**src/mic_pkg.sv**
```systemverilog
package mic_pkg;
    // --------------------------------------------------------------
    // register map (byte addresses, one word each)
    // --------------------------------------------------------------
    localparam logic [3:0] ADDR_PENDING = 4'h0;
    localparam logic [3:0] ADDR_ENABLE  = 4'h4;
    localparam logic [3:0] ADDR_CONTROL = 4'h8;
    localparam logic [3:0] ADDR_STATUS  = 4'hC;

    // --------------------------------------------------------------
    // pending / enable field positions
    // --------------------------------------------------------------
    localparam int BIT_T0  = 0;
    localparam int BIT_PB  = 1;
    localparam int BIT_EXT = 2;
    localparam int BIT_T1  = 3;
    localparam int BIT_WDT = 6;
    localparam logic [7:0] SRC_MASK = 8'h4F;

    // control register fields
    localparam int CTL_EDGE_SEL  = 0;
    localparam int CTL_EDGE_POL  = 1;
    localparam int CTL_WDT_IRQ   = 2;
    localparam int CTL_SEL_LO    = 8;
    localparam int CTL_DIR_LO    = 16;

    // status register fields
    localparam int STS_GIE       = 0;
    localparam int STS_IN_SERV   = 1;

    // --------------------------------------------------------------
    // vectors and reset values
    // --------------------------------------------------------------
    localparam logic [9:0] VEC_SOFT = 10'h001;
    localparam logic [9:0] VEC_HARD = 10'h008;
    localparam logic [7:0] PENDING_RST = 8'h00;
    localparam logic [7:0] ENABLE_RST  = 8'h00;
    localparam logic [31:0] CONTROL_RST = 32'h0000_0000;

    // instruction codes presented by the sequencer
    typedef enum logic [2:0] {
        MIC_OP_NONE   = 3'b000,
        MIC_OP_ENABLE = 3'b001,
        MIC_OP_DISABLE= 3'b010,
        MIC_OP_RETURN = 3'b011,
        MIC_OP_TRAP   = 3'b100
    } mic_op_e;
endpackage

```
**src/mic_event_if.sv**
```systemverilog
`timescale 1ns/1ps
`default_nettype none
interface mic_event_if;
    logic       timer0Ovf;
    logic       timer1Udf;
    logic       watchdogTo;
    logic       portChange;
    logic       extEdge;
    modport src (output timer0Ovf, timer1Udf, watchdogTo, portChange, extEdge);
    modport dst (input  timer0Ovf, timer1Udf, watchdogTo, portChange, extEdge);
endinterface
`default_nettype wire

```
**src/mic_irq_controller.sv**
```systemverilog
`timescale 1ns/1ps
`default_nettype none
// How it works
// - five hardware sources plus one software trap instruction
// - hardware vectoring only while global enable set (irq output ignores it); enable/disable instructions steer it
// - trap always vectors to 0x001 and clears global enable
// - return instruction sets global enable and resumes program
// - events set sticky pending flags; firmware clears by writing zero
// - pending flag reads as set only when its enable bit is one
// - enabled pending flag with global enable vectors to 0x008, clears enable
// - timer 0 overflow sets its flag, serviced with its enable
// - timer 1 underflow sets its flag, serviced with its enable
// - watchdog timeout flags only in interrupt mode
// - selected input pins of port b flag any level change
// - edge select removes pin zero from change detection
// - chosen edge on pin zero sets external flag
// - timer 0 at bit 0, timer 1 bit 3, watchdog bit 6
module mic_irq_controller
    import mic_pkg::*;
(
    // clock and reset
    input  wire logic        clk,
    input  wire logic        rst,
    // avalon-mm slave
    input  wire logic [3:0]  avsAddress,
    input  wire logic        avsRead,
    input  wire logic        avsWrite,
    input  wire logic [31:0] avsWritedata,
    input  wire logic [3:0]  avsByteenable,
    output logic      [31:0] avsReaddata,
    output logic             avsWaitrequest,
    // sequencer
    input  wire logic [2:0]  seqOp,
    input  wire logic        seqBoundary,
    output logic             vectorTake,
    output logic      [9:0]  vectorAddr,
    output logic             globalIrqEnable,
    // peripheral events, same clock
    input  wire logic        timer0Overflow,
    input  wire logic        timer1Underflow,
    input  wire logic        watchdogTimeout,
    // port b pins
    input  wire logic [7:0]  portBPins,
    // cpu-side interrupt
    output logic             irq
);
    // --------------------------------------------------------------
    // state
    // --------------------------------------------------------------
    logic [7:0]  pending_q, pending_d;
    logic [7:0]  enable_q, enable_d;
    logic [31:0] control_q, control_d;
    logic        gie_q, gie_d;
    logic        serv_q, serv_d;
    logic        take_q, take_d;
    logic [9:0]  vec_q, vec_d;
    logic [31:0] rdata_q, rdata_d;
    logic        ack_q, ack_d;
    logic [7:0]  pinMeta_q, pinSync_q;
    logic [7:0]  events;
    logic        hwRequest;
    logic        access;

    mic_event_if evBus ();

    // --------------------------------------------------------------
    // pin synchroniser
    // --------------------------------------------------------------
    always_ff @(posedge clk) begin
        if (rst) begin
            pinMeta_q <= 8'h00;
            pinSync_q <= 8'h00;
        end else begin
            pinMeta_q <= portBPins;
            pinSync_q <= pinMeta_q;
        end
    end

    mic_pin_detect uDetect (
        .clk                  (clk),
        .rst                  (rst),
        .portBSync            (pinSync_q),
        .portBIsInput         (control_q[CTL_DIR_LO +: 8]),
        .portBChangeSelect    (control_q[CTL_SEL_LO +: 8]),
        .externalEdgeSelect   (control_q[CTL_EDGE_SEL]),
        .externalEdgePolarity (control_q[CTL_EDGE_POL]),
        .ev                   (evBus.src),
        .timer0OvfIn          (timer0Overflow),
        .timer1UdfIn          (timer1Underflow),
        .watchdogToIn         (watchdogTimeout),
        .watchdogIrqMode      (control_q[CTL_WDT_IRQ])
    );

    // --------------------------------------------------------------
    // event collection
    // --------------------------------------------------------------
    always_comb begin
        events          = 8'h00;
        events[BIT_T0]  = evBus.timer0Ovf;
        events[BIT_T1]  = evBus.timer1Udf;
        events[BIT_WDT] = evBus.watchdogTo;
        events[BIT_PB]  = evBus.portChange;
        events[BIT_EXT] = evBus.extEdge;
    end

    function automatic logic [7:0] merge8(input logic [7:0] old,
                                          input logic [31:0] wd,
                                          input logic [3:0] be);
        merge8 = be[0] ? wd[7:0] : old;
    endfunction

    assign access = (avsRead | avsWrite) & ~ack_q;
    // one hardware vector for all sources; firmware polls the flags
    assign hwRequest = |(pending_q & enable_q) & gie_q;

    // --------------------------------------------------------------
    // flags, enables, control and bus
    // --------------------------------------------------------------
    always_comb begin
        pending_d = pending_q;
        enable_d  = enable_q;
        control_d = control_q;
        rdata_d   = rdata_q;
        ack_d     = access;
        if (access && avsWrite) begin
            unique case (avsAddress)
                ADDR_PENDING: begin
                    // writing zero clears; writing one leaves the flag
                    pending_d = pending_q & merge8(8'hFF, avsWritedata, avsByteenable);
                end
                ADDR_ENABLE: begin
                    enable_d = merge8(enable_q, avsWritedata, avsByteenable) & SRC_MASK;
                end
                ADDR_CONTROL: begin
                    for (int b = 0; b < 4; b++) begin
                        if (avsByteenable[b]) begin
                            control_d[b*8 +: 8] = avsWritedata[b*8 +: 8];
                        end
                    end
                end
                default: begin
                end
            endcase
        end
        // set wins over a simultaneous clear
        pending_d = (pending_d | events) & SRC_MASK;
        if (access && avsRead) begin
            unique case (avsAddress)
                ADDR_PENDING: rdata_d = {24'h0, pending_q & enable_q};
                ADDR_ENABLE:  rdata_d = {24'h0, enable_q};
                ADDR_CONTROL: rdata_d = control_q;
                ADDR_STATUS:  rdata_d = {30'h0, serv_q, gie_q};
                default:      rdata_d = 32'h0000_0000;
            endcase
        end
    end

    always_ff @(posedge clk) begin
        if (rst) begin
            pending_q <= PENDING_RST;
            enable_q  <= ENABLE_RST;
            control_q <= CONTROL_RST;
            rdata_q   <= 32'h0000_0000;
            ack_q     <= 1'b0;
        end else begin
            pending_q <= pending_d;
            enable_q  <= enable_d;
            control_q <= control_d;
            rdata_q   <= rdata_d;
            ack_q     <= ack_d;
        end
    end

    assign avsWaitrequest = (avsRead | avsWrite) & ~ack_q;
    assign avsReaddata    = rdata_q;

    // --------------------------------------------------------------
    // global enable and vector redirection
    // --------------------------------------------------------------
    always_comb begin
        gie_d  = gie_q;
        serv_d = serv_q;
        take_d = 1'b0;
        vec_d  = vec_q;
        if (seqBoundary) begin
            unique case (mic_op_e'(seqOp))
                MIC_OP_ENABLE:  gie_d = 1'b1;
                MIC_OP_DISABLE: gie_d = 1'b0;
                MIC_OP_RETURN: begin
                    gie_d  = 1'b1;
                    serv_d = 1'b0;
                end
                default: begin
                end
            endcase
            if (mic_op_e'(seqOp) == MIC_OP_TRAP) begin
                // trap ignores the global enable
                take_d = 1'b1;
                vec_d  = VEC_SOFT;
                gie_d  = 1'b0;
                serv_d = 1'b1;
            end else if (hwRequest && mic_op_e'(seqOp) != MIC_OP_DISABLE) begin
                take_d = 1'b1;
                vec_d  = VEC_HARD;
                gie_d  = 1'b0;
                serv_d = 1'b1;
            end
        end
    end

    always_ff @(posedge clk) begin
        if (rst) begin
            gie_q  <= 1'b0;
            serv_q <= 1'b0;
            take_q <= 1'b0;
            vec_q  <= 10'h000;
        end else begin
            gie_q  <= gie_d;
            serv_q <= serv_d;
            take_q <= take_d;
            vec_q  <= vec_d;
        end
    end

    assign vectorTake      = take_q;
    assign vectorAddr      = vec_q;
    assign globalIrqEnable = gie_q;
    assign irq             = |(pending_q & enable_q);
endmodule
`default_nettype wire

```
**src/mic_pin_detect.sv**
```systemverilog
`timescale 1ns/1ps
`default_nettype none
module mic_pin_detect
    import mic_pkg::*;
(
    // clock and reset
    input  wire logic       clk,
    input  wire logic       rst,
    // port b pins, already synchronised
    input  wire logic [7:0] portBSync,
    input  wire logic [7:0] portBIsInput,
    input  wire logic [7:0] portBChangeSelect,
    input  wire logic       externalEdgeSelect,
    input  wire logic       externalEdgePolarity,
    // events
    mic_event_if.src        ev,
    input  wire logic       timer0OvfIn,
    input  wire logic       timer1UdfIn,
    input  wire logic       watchdogToIn,
    input  wire logic       watchdogIrqMode
);
    logic [7:0] prev_q;
    logic [7:0] prev_d;
    logic [7:0] watch;

    always_comb begin
        prev_d = portBSync;
        watch  = portBIsInput & portBChangeSelect;
        // edge input owns pin zero when selected
        if (externalEdgeSelect) begin
            watch[0] = 1'b0;
        end
    end

    always_ff @(posedge clk) begin
        if (rst) begin
            prev_q <= 8'h00;
        end else begin
            prev_q <= prev_d;
        end
    end

    assign ev.portChange = |((prev_q ^ portBSync) & watch);
    // polarity 1 = rising, 0 = falling
    assign ev.extEdge    = externalEdgeSelect & (externalEdgePolarity ?
                           (portBSync[0] & ~prev_q[0]) : (~portBSync[0] & prev_q[0]));
    assign ev.timer0Ovf  = timer0OvfIn;
    assign ev.timer1Udf  = timer1UdfIn;
    assign ev.watchdogTo = watchdogToIn & watchdogIrqMode;
endmodule
`default_nettype wire

```
**config.mk**
```make
export PLATFORM = sky130hd
export DESIGN_NAME = mic_irq_controller
export DESIGN_NICKNAME = d
export VERILOG_FILES = /design/src/mic_pkg.sv /design/src/mic_event_if.sv /design/src/mic_irq_controller.sv /design/src/mic_pin_detect.sv
export SDC_FILE = /design/constraint.sdc
export NUM_CORES = 1
export LEC_CHECK = 0
export ABC_AREA = 1
export BUFFER_PORTS_ARGS = -buffer_cell sky130_fd_sc_hd__buf_2
export CORE_MARGIN = 4
export CORE_UTILIZATION = 32
export CTS_BUF_LIST = sky130_fd_sc_hd__clkbuf_16
export CTS_CLUSTER_DIAMETER = 200
export DETAILED_ROUTE_END_ITERATION = 8
export PLACE_DENSITY = 0.58
export SYNTH_ARGS = -nofsm -noshare
export SYNTH_HDL_FRONTEND = slang
export SYNTH_SLANG_ARGS = --single-unit
```
**constraint.sdc**
```tcl
create_clock -name clk -period 3 [get_ports clk]
set_input_delay 0.3 -clock clk [delete_from_list [all_inputs] [get_ports clk]]
set_output_delay 0.3 -clock clk [all_outputs]
set_load 0.03 [all_outputs]
```
Word level (Yosys, flattened, before mapping) --
Cells that the tools add are included.
Word-level totals: flip-flop bits (word level) 112, input port bits 59, output and inout port bits 46, word-level logic and storage cells 75
Cells by class: eq/ne operators 8, mux-type cells 16, bitwise logic cells 17, reductions and logical operators 19
Operators with widths (number):
- 32-bit case mux with 4 select lines | 1
- 7-bit two-way mux | 3
- 10-bit two-way mux | 2
- 8-bit bitwise AND | 2
- 8-bit OR reduction | 2
- 3-bit AND reduction | 5
- 7-bit bitwise AND | 2
- 1-bit two-way mux | 9
- 4-bit equality test (second input constant) | 2
- 8-bit XOR | 1
- 7-bit bitwise OR | 1
- 1-bit bitwise AND | 6
- 3-bit by 2-bit equality test with 1-bit output (second input constant) | 2
- 2-bit AND reduction | 3
- 4-bit by 3-bit equality test with 1-bit output (second input constant) | 1
- 4-bit zero test | 1
- 1-bit NOT | 4
- 4-bit nonzero test | 1
- 2-bit OR reduction | 2
- 3-bit by 1-bit equality test with 1-bit output (second input constant) | 1
- 3-bit equality test (second input constant) | 1
- 1-bit logical AND | 3
- 3-bit by 2-bit inequality test with 1-bit output (second input constant) | 1
- 3-bit nonzero test | 1
- other kinds (3) | 3

Longest topological paths before layout --
Gate-level depths: netlist of the first run.
depth in word-level cells 6, depth in mapped cells 9, gate-level depth less buffers 9

By module --
From an unflattened synthesis of the first run, not the netlist that was laid out.
Unflattened totals: cells, all modules 548, area, all modules 4112.7 um2
By module, submodules not included:
- mic_irq_controller | instances 1, cells an instance 465, area each 3612.2 um2, seq. area each 1921.8 um2
- mic_pin_detect | instances 1, cells an instance 83, area each 500.5 um2, seq. area each 160.2 um2

Least setup slack after synthesis of the first run --
OpenSTA, ideal clock, no wires.
path kind register to register, start register enable_q[0], end register vec_q[3], in the netlist vectorAddr[3], library setup time 0.132 ns, arrival 1.108 ns, data required time 2.868 ns, path slack 1.760 ns, stages on the path, launching flop included 10, path buffers 0, clock period less this slack 1.240 ns, path through dfxtp_1 > nand2_1 > nand2_1 > nor2_1 > nand2_1 > nand3_1 > nand2_1 > nand2_1 > nand2_1 > a21oi_1
Between the ends: longest elaborated chain between the ends 6
RTL lines:
- from (decl) | RTL line mic_irq_controller.sv:51 | logic [7:0] enable_q, enable_d;
- from (signal assigned) | RTL line mic_irq_controller.sv:167 | enable_q <= enable_d;
- 7-bit bitwise AND
- 8-bit OR reduction
- via irq | RTL line mic_irq_controller.sv:45 | output logic irq
- 1-bit bitwise AND | RTL line mic_irq_controller.sv:114 | assign hwRequest = |(pending_q & enable_q) & gie_q;
- 1-bit logical AND | RTL line mic_irq_controller.sv:202 | end else if (hwRequest && mic_op_e'(seqOp) != MIC_OP_DISABLE) begin
- 2-bit nonzero test (no line)
- 2-bit AND reduction (no line)
- to (signal assigned) | RTL line mic_irq_controller.sv:221 | vec_q <= vec_d;
- to (decl) | RTL line mic_irq_controller.sv:56 | logic [9:0] vec_q, vec_d;
The timed path passes the listed nets, and every way through them passes these cells. A chain may end at the register's enable or synchronous reset.

Final worst setup path of the first run --
start register ack_q, end output port avsWaitrequest
Between the ends: longest elaborated chain between the ends 2
RTL lines:
- from (decl) | RTL line mic_irq_controller.sv:58 | logic ack_q, ack_d;
- from (signal assigned) | RTL line mic_irq_controller.sv:170 | ack_q <= ack_d;
- 1-bit NOT | RTL line mic_irq_controller.sv:174 | assign avsWaitrequest = (avsRead | avsWrite) & ~ack_q;
- 1-bit bitwise AND | RTL line mic_irq_controller.sv:174
- to (decl) | RTL line mic_irq_controller.sv:31 | output logic avsWaitrequest,
Every way passes these cells.

==> metrics.md, run 1 <==
| Metric | Value |
|---|---|
| Vias | `about 3500` |
| Pleak | `roughly 0.0022 µW` |
| Setup CP Type | `reg -> out` |
| Clock Tree Buf Depth | `2` |
| Worst Path Max Fanout | `8` |
| Port Buf Inserts | `96` |
| Routed Antenna Nets | `0` |
| CTS tree | `done` |
| First-pass GRT wire length | `16.0 mm` |
| Post-synthesis mux area share | `0%` |
| Pwr/cell area | `591 nW/µm²` |
| CP startpoint | `ack_q` |
| Sequential cell area fraction in the yosys report | `around half` |
| Wire length per cell | `12.5 µm` |
| Largest family of logic cells by synthesized area | `simple AND/OR/NAND/NOR gates` |
| Rows | `40` |
| Peak VDD IR | `between 200 and 250 µV` |
| Fin. max-slew vios | `0` |
| WL final | `9.80 mm` |
| Antenna violations before repair | `1` |
| Simple-Gate Fraction of Synth Area | `22.6%` |
| Post-Synth XOR/XNOR Area | `0.435%` |
| Hpwl dp | `about 7.3 mm` |
| H-tree levels | `3` |
| Worst hold-check path type | `in -> reg` |
| Synthesized instance count | `522` |
| Die height | `120 µm` |
| Share of cells above drive strength 1 | `21.8%` |
| DR pass1 iterations | `4` |
| Synth Cell Area | `4030 µm²` |
| Most frequent cells in the layout | `105 x nor2_1, 104 x dfxtp_1, 96 x buf_2` |
| Avg Vias per Cell | `4.41` |
| Worst setup EP type | `output pin` |
| Die area | `14400 µm²` |
| GRT Resource Usage Total | `between 10% and 20%` |
| Root buf cell | `clkbuf_16` |
| Worst-Skew Late Latency | `340 ps` |
| Total gr overflow | `0` |
| Setup TNS | `0 ps` |
| Final min period | `1570 ps` |
| Rel. slew slack | `62.7%` |
| Nets | `672` |
| WP data arrival | `between 1000 and 1500 ps` |
| PostCTS Resize Cnt | `0` |
| CP Launch Type | `flip-flop` |
| Core area | `12200 µm²` |
| Fmax | `638 MHz` |
| Yosys reg bits | `104` |
| Most common cell after layout, fill and taps aside | `nor2_1` |
| Netlist cell types | `30` |
| Gpl congestion | `0.858` |
| Initial Util | `between 30% and 40%` |
| Setup Buffers After CTS | `0` |
| Boundary pin count | `105` |
| Reg-to-reg critical path startpoint | `ack_q` |
| Area fraction in compound gates after synthesis | `16.0%` |
| Status | `completed` |
| MaxCap Viol Count | `0` |
| Hold Crit Depth | `3` |
| Clk sinks | `104` |
| Cts hold-fix bufs | `0` |
| Synth Area in Adders | `0.621%` |
| Clk slew on worst S/H paths | `70 ps` |
| Die Wd | `120 µm` |
| CTS Buf Count | `9` |
| Area Growth Syn to Fin | `21.9%` |
| RSZ-0062 raised after global routing | `no` |
| Avg Cell Area, Syn | `7.72 µm²` |
| Hold Worst Slack | `156 ps` |
| Final hold viol count | `0` |
| Number of global-route vias before repair | `3243` |
| Beginning of the worst hold path | `portBPins[2]` |
| R2R cell count | `6` |
| Largest net degree at the start of global routing | `60` |
| Worst-margin pin slew | `559 ps` |
| Setup violations, final | `0` |
| Period utilization | `52.3%` |
| Yosys synthesis warning count | `0` |
| Critical Path RT | `2700 ps` |
| DR DRC count | `0` |
| Initial DRC count | `186` |
| Setup Skew | `about 8 ps` |
## cell families after synthesis
kind of cell	Yosys count
other	1
adders and majority gates	2
and+or+nand+nor	209
xor gates and xnor gates	2
DFF	104
buffers and inverters	77
AOI/OAI and AO/OA	127
## through the flow
step / instance area (µm²) / worst slack, ps / total power, µW / utilization (%) / cells
3_3_place_gp: 4610 / 1310 / 1760 / 37.9 / 768
5_1_grt: 4910 / 1200 / 3030 / 40.4 / 785
3_5_place_dp: 4610 / 1280 / 1770 / 37.9 / 768
6_report: 4910 / 1430 / 2900 / 40.4 / 785
2_1_floorplan: 4060 / 1760 / 1670 / - / 529
4_1_cts: 4910 / 1400 / 2940 / 40.4 / 784
## Yosys cell counts, drive strengths merged
cell,number,area [µm²]
clkbuf,13,50.0
dfxtp,104,2080
inv,45,171
buf,15,105
nor2,107,412
o31ai,2,15.0
conb,1,3.75
clkinv,4,20.0
nand3,14,87.6
a22o,1,8.76
ha,2,25.0
a21oi,45,225
nor3,2,10.0
or2,2,12.5
nand2,77,299
nand4,7,88.8
xor2,2,17.5
o21ai,79,395
## worst max-delay path, stage by stage, from the launching register on
cell	delay, ps
dfxtp_1	310
inv_2	200
nand2_2	160
nand2_1	80
buf_2	190
## path summary, 6_finish.rpt
path              slack, ps        endpoint
setup reg to reg       1450  avsReaddata[0]
hold reg to reg         400    pinSync_q[7]
hold / removal          160    pinMeta_q[2]
setup / recovery       1430  avsWaitrequest
## registers in the layout (all words and copies together), names as in the netlist
name and count:
control_q 32, pending_q 5, enable_q 5, serv_q 1
pinSync_q 8, vectorTake 1, uDetect.prev_q 8, globalIrqEnable 1
ack_q 1, pinMeta_q 8, avsReaddata 32, vectorAddr 2
## area by class of cell
type                    count  area, µm²
diodes                      1       2.50
multi-input cells         348       1630
well taps                 168        210
repair buffers             99        503
flip-flops and latches    104       2080
inverters                  49        191
clock buffers               9        225
fillers                  1291       7250
clock inverters             7       70.1
## routing by layer
layer  GRT usage [%]  share of wire, %
met3            2.53               4.9
met1            19.0                50
met4            5.94               1.4
met2            21.1                44
met5               0                 0
## where the power goes
| part | internal, µW | switching, µW | total [µW] |
|---|---|---|---|
| Combinational | 86.1 | 193 | 279 |
| Clock | 649 | 520 | 1170 |
| Sequential | 1430 | 25.5 | 1450 |
No activity file was read; power rests on OpenSTA's default activity.
==> run 2: changes to the inputs <==
==> constraint.sdc (replaced) <==
create_clock -name clk -period 1.6 [get_ports clk]
set_input_delay 0.16 -clock clk [delete_from_list [all_inputs] [get_ports clk]]
set_output_delay 0.16 -clock clk [all_outputs]
set_load 0.03 [all_outputs]
==> run 2 against run 1 <==
  * Register-to-register slack worse by 1200 ps
  * Wire length is 1.4% higher
  * Die area stayed put
==> metrics.md, run 2 (same netlist as run 1, synthesis figures left out) <==
| Metric | Value |
|---|---|
| Status | `completed` |
| Worst reg2reg endpoint | `avsReaddata[19]` |
| First-pass GRT wire length | `15.8 mm (-1.1%)` |
| Pleak | `0.00217 µW (+0.83%)` |
| Fill count | `1286 (-0.39%)` |
| Net Sw Frac | `25.4% (about the same)` |
| Part of the power in registers | `52.2% (+2.1 points)` |
| Vias | `3483 (+0.52%)` |
| PostCTS Resize Cnt | `0 (unchanged)` |
| Worst setup EP type | `output pin` |
| Setup violations, final | `0 (unchanged)` |
| Worst Path Max Fanout | `3 (-5)` |
| Wire length per cell | `12.6 µm (+0.97%)` |
| Critical Path RT | `1440 ps (-1260 ps)` |
| CP Launch Type | `flip-flop` |
| Hpwl dp | `7.51 mm (+3.3%)` |
| Crit-path cells | `nand2_1, nand2_1, nor2_1, nand2_1, buf_2` |
| Clk pwr share | `37.3% (-3.0 points)` |
| Setup CP Type | `reg -> out` |
| Peak VDD IR | `598 µV (+150%)` |
| Crit path buf inv count | `1 (-1)` |
| Area Growth Syn to Fin | `22.4%` |
| Internal power | `3900 µW (+80%)` |
| Footprint of the multi-input gates | `1630 µm² (unchanged)` |
| Antenna Cells | `0 (-1)` |
| Clk sinks | `104 (unchanged)` |
| Share of cells above drive strength 1 | `22.1% (+0.34 points)` |
| CTS tree | `done` |
| Die area | `14400 µm² (unchanged)` |
| Top Family by Delay on Critical Path | `flip-flops` |
| Die height | `120 µm (unchanged)` |
| Worst-Skew Late Latency | `340 ps (about the same)` |
| Die Wd | `120 µm (unchanged)` |
| Port Buf Inserts | `96 (unchanged)` |
| Setup Skew | `7.43 ps (-0.664 ps)` |
| MaxCap Viol Count | `0 (unchanged)` |
| Non-filler cells, final | `788 (+0.38%)` |
| Core area | `12200 µm² (unchanged)` |
| Most frequent cells in the layout | `105 x nor2_1, 104 x dfxtp_1, 96 x buf_2` |
| CP max stage cell | `dfxtp_1` |
| Cts hold-fix bufs | `0 (unchanged)` |
| Fmax | `725 MHz` |
| Rows | `40 (unchanged)` |
| Number of global-route vias before repair | `3237 (-0.19%)` |
| Setup TNS | `0 ps (unchanged)` |
| CTS Buf Count | `9 (unchanged)` |
| H-tree levels | `3 (unchanged)` |
| Final hold viol count | `0 (unchanged)` |
| Slowest Stage Delay on Critical Path | `360 ps (+50 ps)` |
| Design Area, Final | `4930 µm² (+0.43%)` |
| Placed Instances | `772 (+0.52%)` |
| Period utilization | `86.2%` |
| Avg Vias per Cell | `4.42 (+0.14%)` |
| Dpl cell area | `4670 µm² (+1.2%)` |
| WL final | `9.93 mm (+1.4%)` |
| Routed Antenna Nets | `0 (unchanged)` |
| Combinational share of power | `10.4% (+0.8 points)` |
| GRT Resource Usage Total | `13.9% (+0.083 points)` |
| CP most frequent cell | `nand2_1` |
| Pwr/cell area | `1060 nW/µm² (+79%)` |
| Most common cell after layout, fill and taps aside | `nor2_1` |
| Hold Crit Depth | `3 (unchanged)` |
| Clk slew on worst S/H paths | `70 ps (about the same)` |
| RSZ-0062 raised after global routing | `no` |
| WP data arrival | `1220 ps (-50 ps)` |
| Nets | `676 (+0.60%)` |
| Antenna violations before repair | `0 (-1)` |
| Largest net degree at the start of global routing | `55 (-8.3%)` |
| Final min period | `1380 ps` |
| DR DRC count | `0 (unchanged)` |
| Boundary pin count | `105 (unchanged)` |
| R2R Setup Slk | `260 ps (-1190 ps)` |
| Root buf cell | `clkbuf_16` |
| Switching power total | `1330 µW (+80%)` |
| Fin. max-slew vios | `0 (unchanged)` |
| Reg area | `2080 µm² (unchanged)` |
| Beginning of the worst hold path | `portBPins[6]` |
| Hold Path End | `pinMeta_q[6]` |
| Total gr overflow | `0 (unchanged)` |
| Final core occ | `40.6% (+0.17 points)` |
| Power Total | `5230 µW (+80%)` |
| Reg-to-reg critical path startpoint | `ack_q` |
| DR pass1 iterations | `4 (unchanged)` |
| Worst hold-check path type | `in -> reg` |
| Initial DRC count | `222 (+19%)` |
| Initial Util | `33.1% (unchanged)` |
| Setup Buffers After CTS | `0 (unchanged)` |
| R2R cell count | `6 (unchanged)` |
| Gpl congestion | `0.881 (+2.7%)` |
| Clock Tree Buf Depth | `2 (unchanged)` |
[run 2: cell count changes in the layout (fill, tap and decap cells not counted), sizes merged]
cell and change:
diode -1, clkinv +3, buf +4, inv -1, clkinvlp -1, bufinv -1
[run 2: power groups by stage]
stage	sequential (µW)	clock, µW	combinational, µW
finish	2730	1950	546
global route	2740	2130	601
CTS	2730	2030	551
detailed placement	2790	0	548
global placement	2790	0	541
floorplan	2880	0	251
[run 2: how the worst max path moves through the flow]
stage,from,to,cells after the start
2_1_floorplan,enable_q[0],vectorAddr[3],9
3_3_place_gp,avsAddress[1],control_q[27],7
3_5_place_dp,avsAddress[1],control_q[25],7
4_1_cts,enable_q[0],irq,5
5_1_grt,ack_q,avsReaddata[15],6
6_report,enable_q[0],irq,5
[run 2: final cells by class]
cell class / instances / share of cell area, %
clock buffers: 9 / 4.57
clock inverters: 7 / 0.786
inverters: 49 / 3.88
multi-input cells: 348 / 33.0
flip-flops and latches: 104 / 42.2
well taps: 168 / 4.26
repair buffers: 103 / 11.3
[run 2: worst min-delay path: stages]
cell and delay [ps]:
buf_2 70, inv_1 30, nor2_1 60
[run 2: metrics by stage]
stage / setup slack, ps / hold slack [ps]
global placement: 177 / 363
CTS: 189 / 6.24
detailed placement: 131 / 366
floorplan: 360 / 267
finish: 221 / 19.3
global route: 82.5 / 11.4
[run 2: layer usage]
layer	GRT usage [%]	vias up	part of all wire, %
met4	4.72	0	1.3
li1	-	1846	-
met1	18.4	1541	47
met2	21.9	90	46
met5	0	-	0
met3	3.55	6	5.7
==> run 3: changes to the inputs <==
--- a/config.mk
+++ b/config.mk
@@ -6,13 +6,13 @@
 export NUM_CORES = 1
 export LEC_CHECK = 0
 export ABC_AREA = 1
-export BUFFER_PORTS_ARGS = -buffer_cell sky130_fd_sc_hd__buf_2
 export CORE_MARGIN = 4
 export CORE_UTILIZATION = 32
 export CTS_BUF_LIST = sky130_fd_sc_hd__clkbuf_16
 export CTS_CLUSTER_DIAMETER = 200
 export DETAILED_ROUTE_END_ITERATION = 8
-export PLACE_DENSITY = 0.58
+export DONT_BUFFER_PORTS = 1
+export PLACE_DENSITY = 0.51
 export SYNTH_ARGS = -nofsm -noshare
 export SYNTH_HDL_FRONTEND = slang
 export SYNTH_SLANG_ARGS = --single-unit
==> constraint.sdc (replaced) <==
create_clock -name clk -period 1.3 [get_ports clk]
set_input_delay 0.13 -clock clk [delete_from_list [all_inputs] [get_ports clk]]
set_output_delay 0.13 -clock clk [all_outputs]
set_load 0.03 [all_outputs]
==> run 3 against run 2 <==
  * The run now ends with negative hold slack left
  * Cell count down 1.0%
  * Clock skew up 3.1 ps
  * Combinational power up 36%
==> metrics.md, run 3 (same netlist as run 1, synthesis figures left out) <==
| Metric | Value |
|---|---|
| R2R cell count | `10 (+4)` |
| CP max stage cell | `dfxtp_2` |
| Worst hold-check path type | `in -> reg` |
| Avg Vias per Cell | `4.50 (+1.9%)` |
| Die area | `14400 µm² (unchanged)` |
| Number of global-route vias before repair | `3335 (+3.0%)` |
| Clock Tree Buf Depth | `2 (unchanged)` |
| Antenna Cells | `0 (unchanged)` |
| Clk slew on worst S/H paths | `70 ps (about the same)` |
| Vias | `3512 (+0.83%)` |
| Combinational share of power | `10.9% (+0.5 points)` |
| Reg-to-reg critical path startpoint | `pending_q[1]` |
| Port Buf Inserts | `0 (-100%)` |
| Largest net degree at the start of global routing | `39 (-29%)` |
| Gpl congestion | `0.892 (+1.2%)` |
| Setup TNS | `0 ps (unchanged)` |
| DR DRC count | `0 (unchanged)` |
| WL final | `10.5 mm (+6.1%)` |
| Hold Crit Depth | `2 (-1)` |
| Most frequent cells in the layout | `103 x nor2_1, 98 x dfxtp_1, 76 x o21ai_0` |
| DR pass1 iterations | `4 (unchanged)` |
| Die Wd | `120 µm (unchanged)` |
| CTS Buf Count | `9 (unchanged)` |
| Setup CP Type | `reg -> reg` |
| Status | `finished with violations` |
| H-tree levels | `3 (unchanged)` |
| Hold Worst Slack | `-4.10 ps (-23.4 ps)` |
| Antenna violations before repair | `0 (unchanged)` |
| Root buf cell | `clkbuf_16` |
| Nets | `668 (-1.2%)` |
| Share of cells above drive strength 1 | `16.7% (-5.4 points)` |
| Non-filler cells, final | `780 (-1.0%)` |
| Critical Path RT | `1580 ps (+140 ps)` |
| Initial Util | `33.1% (unchanged)` |
| Final min period | `1260 ps` |
| GRT Resource Usage Total | `14.9% (+1.1 points)` |
| Placed Instances | `713 (-7.6%)` |
| Total gr overflow | `0 (unchanged)` |
| Rel. slew slack | `65.8%` |
| Area Growth Syn to Fin | `32.7%` |
| Most common cell after layout, fill and taps aside | `nor2_1` |
| Beginning of the worst hold path | `avsWritedata[2]` |
| Clk sinks | `104 (unchanged)` |
| Worst reg2reg endpoint | `vectorAddr[3]` |
| Failing checks | `negative hold slack` |
| Crit-path cells | `nand2_1, nand2_2, nor2_4, nand2_2, buf_4, nand3_1, nand2_2, nand2_2, nand2_1, a21oi_2` |
| Worst Path Max Fanout | `3 (unchanged)` |
| Power Total | `6790 µW (+30%)` |
| R2R Setup Slk | `40 ps (-220 ps)` |
| Pleak | `0.00220 µW (+1.2%)` |
| Setup Skew | `10.6 ps (+3.13 ps)` |
| MaxCap Viol Count | `0 (unchanged)` |
| Hpwl dp | `7.21 mm (-4.0%)` |
| Core area | `12200 µm² (unchanged)` |
| Part of the power in registers | `49.5% (-2.7 points)` |
| Boundary pin count | `105 (unchanged)` |
| Final hold viol count | `1 (+1)` |
| Hold Path End | `pending_q[2]` |
| Worst setup EP type | `flip-flop` |
| Slowest Stage Delay on Critical Path | `340 ps (-20 ps)` |
| Fmax | `796 MHz` |
| Period utilization | `96.7%` |
| Rows | `40 (unchanged)` |
| CP most frequent cell | `nand2_2` |
| Clk pwr share | `39.6% (+2.3 points)` |
| CTS tree | `done` |
| Initial DRC count | `185 (-17%)` |
| Fin. max-slew vios | `0 (unchanged)` |
| Die height | `120 µm (unchanged)` |
| Peak VDD IR | `819 µV (+37%)` |
| Routed Antenna Nets | `0 (unchanged)` |
| First-pass GRT wire length | `17.0 mm (+7.7%)` |
| Setup violations, final | `0 (unchanged)` |
| Pwr/cell area | `1270 nW/µm² (+20%)` |
| Switching power total | `1690 µW (+27%)` |
| Worst-margin pin slew | `509 ps` |
| WP data arrival | `1540 ps (+320 ps)` |
| Net Sw Frac | `24.9% (-0.51 points)` |
| Wire length per cell | `13.5 µm (+7.2%)` |
| RSZ-0062 raised after global routing | `yes` |
| CP Launch Type | `flip-flop` |
| Internal power | `5100 µW (+31%)` |
| Worst-Skew Late Latency | `350 ps (about the same)` |
[run 3: changes by cell type in the layout (fill, tap and decap cells not counted), sizes merged]
| cell | change |
|---|---|
| bufbuf | +1 |
| dlygate4sd3 | +47 |
| inv | +2 |
| bufinv | +1 |
| clkinv | -3 |
| buf | -56 |
[run 3: final cells by class]
class,instances,area (µm²)
well taps,168,210
fillers,1246,6820
clock buffers,9,225
flip-flops and latches,104,2090
multi-input cells,348,1670
clock inverters,7,68.8
repair buffers,95,885
inverters,49,194
[run 3: critical path, delay by kind of cell (launching register included)]
| kind | cells | cell delay (ps) |
|---|---|---|
| AOI/OAI and AO/OA | 1 | 120 |
| buffers and inverters | 1 | 140 |
| DFF | 1 | 340 |
| and+or+nand+nor | 8 | 590 |
[run 3: what timing repair did]
| item | 4_1_cts | 5_1_grt |
|---|---|---|
| gates cloned | 1 | 0 |
| buffers inserted | 2 | 0 |
| gates resized for setup | 16 | 10 |
| hold buffers | 48 | 0 |
| pin swaps | 2 | 4 |
| endpoints found under the setup margin | 29 | 6 |
| hold endpoints to repair | 76 | 0 |
[run 3: per-layer routing]
| metal | GRT usage (%) | vias up | part of all wire, % |
|---|---|---|---|
| li1 | - | 1825 | - |
| met1 | 19.1 | 1568 | 47 |
| met2 | 23.6 | 110 | 45 |
| met3 | 5.52 | 9 | 7.0 |
| met4 | 4.37 | 0 | 1.3 |
| met5 | 0 | - | 0 |
[run 3: power by group through the flow]
| stage | sequential (µW) | clock (µW) | combinational [µW] |
|---|---|---|---|
| floorplan | 3540 | 0 | 309 |
| global placement | 3430 | 0 | 552 |
| detailed placement | 3440 | 0 | 561 |
| CTS | 3360 | 2810 | 747 |
| global route | 3380 | 2920 | 811 |
| finish | 3360 | 2690 | 743 |
[run 3: how the worst max path moves through the flow]
stage	from	end	slack, ps	cells after the start
final	pending_q[1]	vectorAddr[3]	40	10
after CTS	enable_q[1]	irq	0.3	5
after floorplan	enable_q[0]	vectorAddr[3]	60	9
after global placement	pinSync_q[7]	pending_q[1]	20	7
after detailed placement	ack_q	avsReaddata[20]	-50	6
after global routing	enable_q[0]	vectorAddr[3]	-40	10
[run 3: through the flow]
| step | instance area, µm² | setup WS (ps) | utilization (%) | hold WS, ps |
|---|---|---|---|---|
| 6_report | 5350 | 43.4 | 44.0 | -4.10 |
| 3_3_place_gp | 4450 | 19.0 | 36.6 | 211 |
| 3_5_place_dp | 4450 | -53.6 | 36.6 | 213 |
| 4_1_cts | 5330 | 0.277 | 43.8 | 7.26 |
| 5_1_grt | 5350 | -37.7 | 44.0 | 9.55 |
| 2_1_floorplan | 4060 | 60.2 | - | 237 |
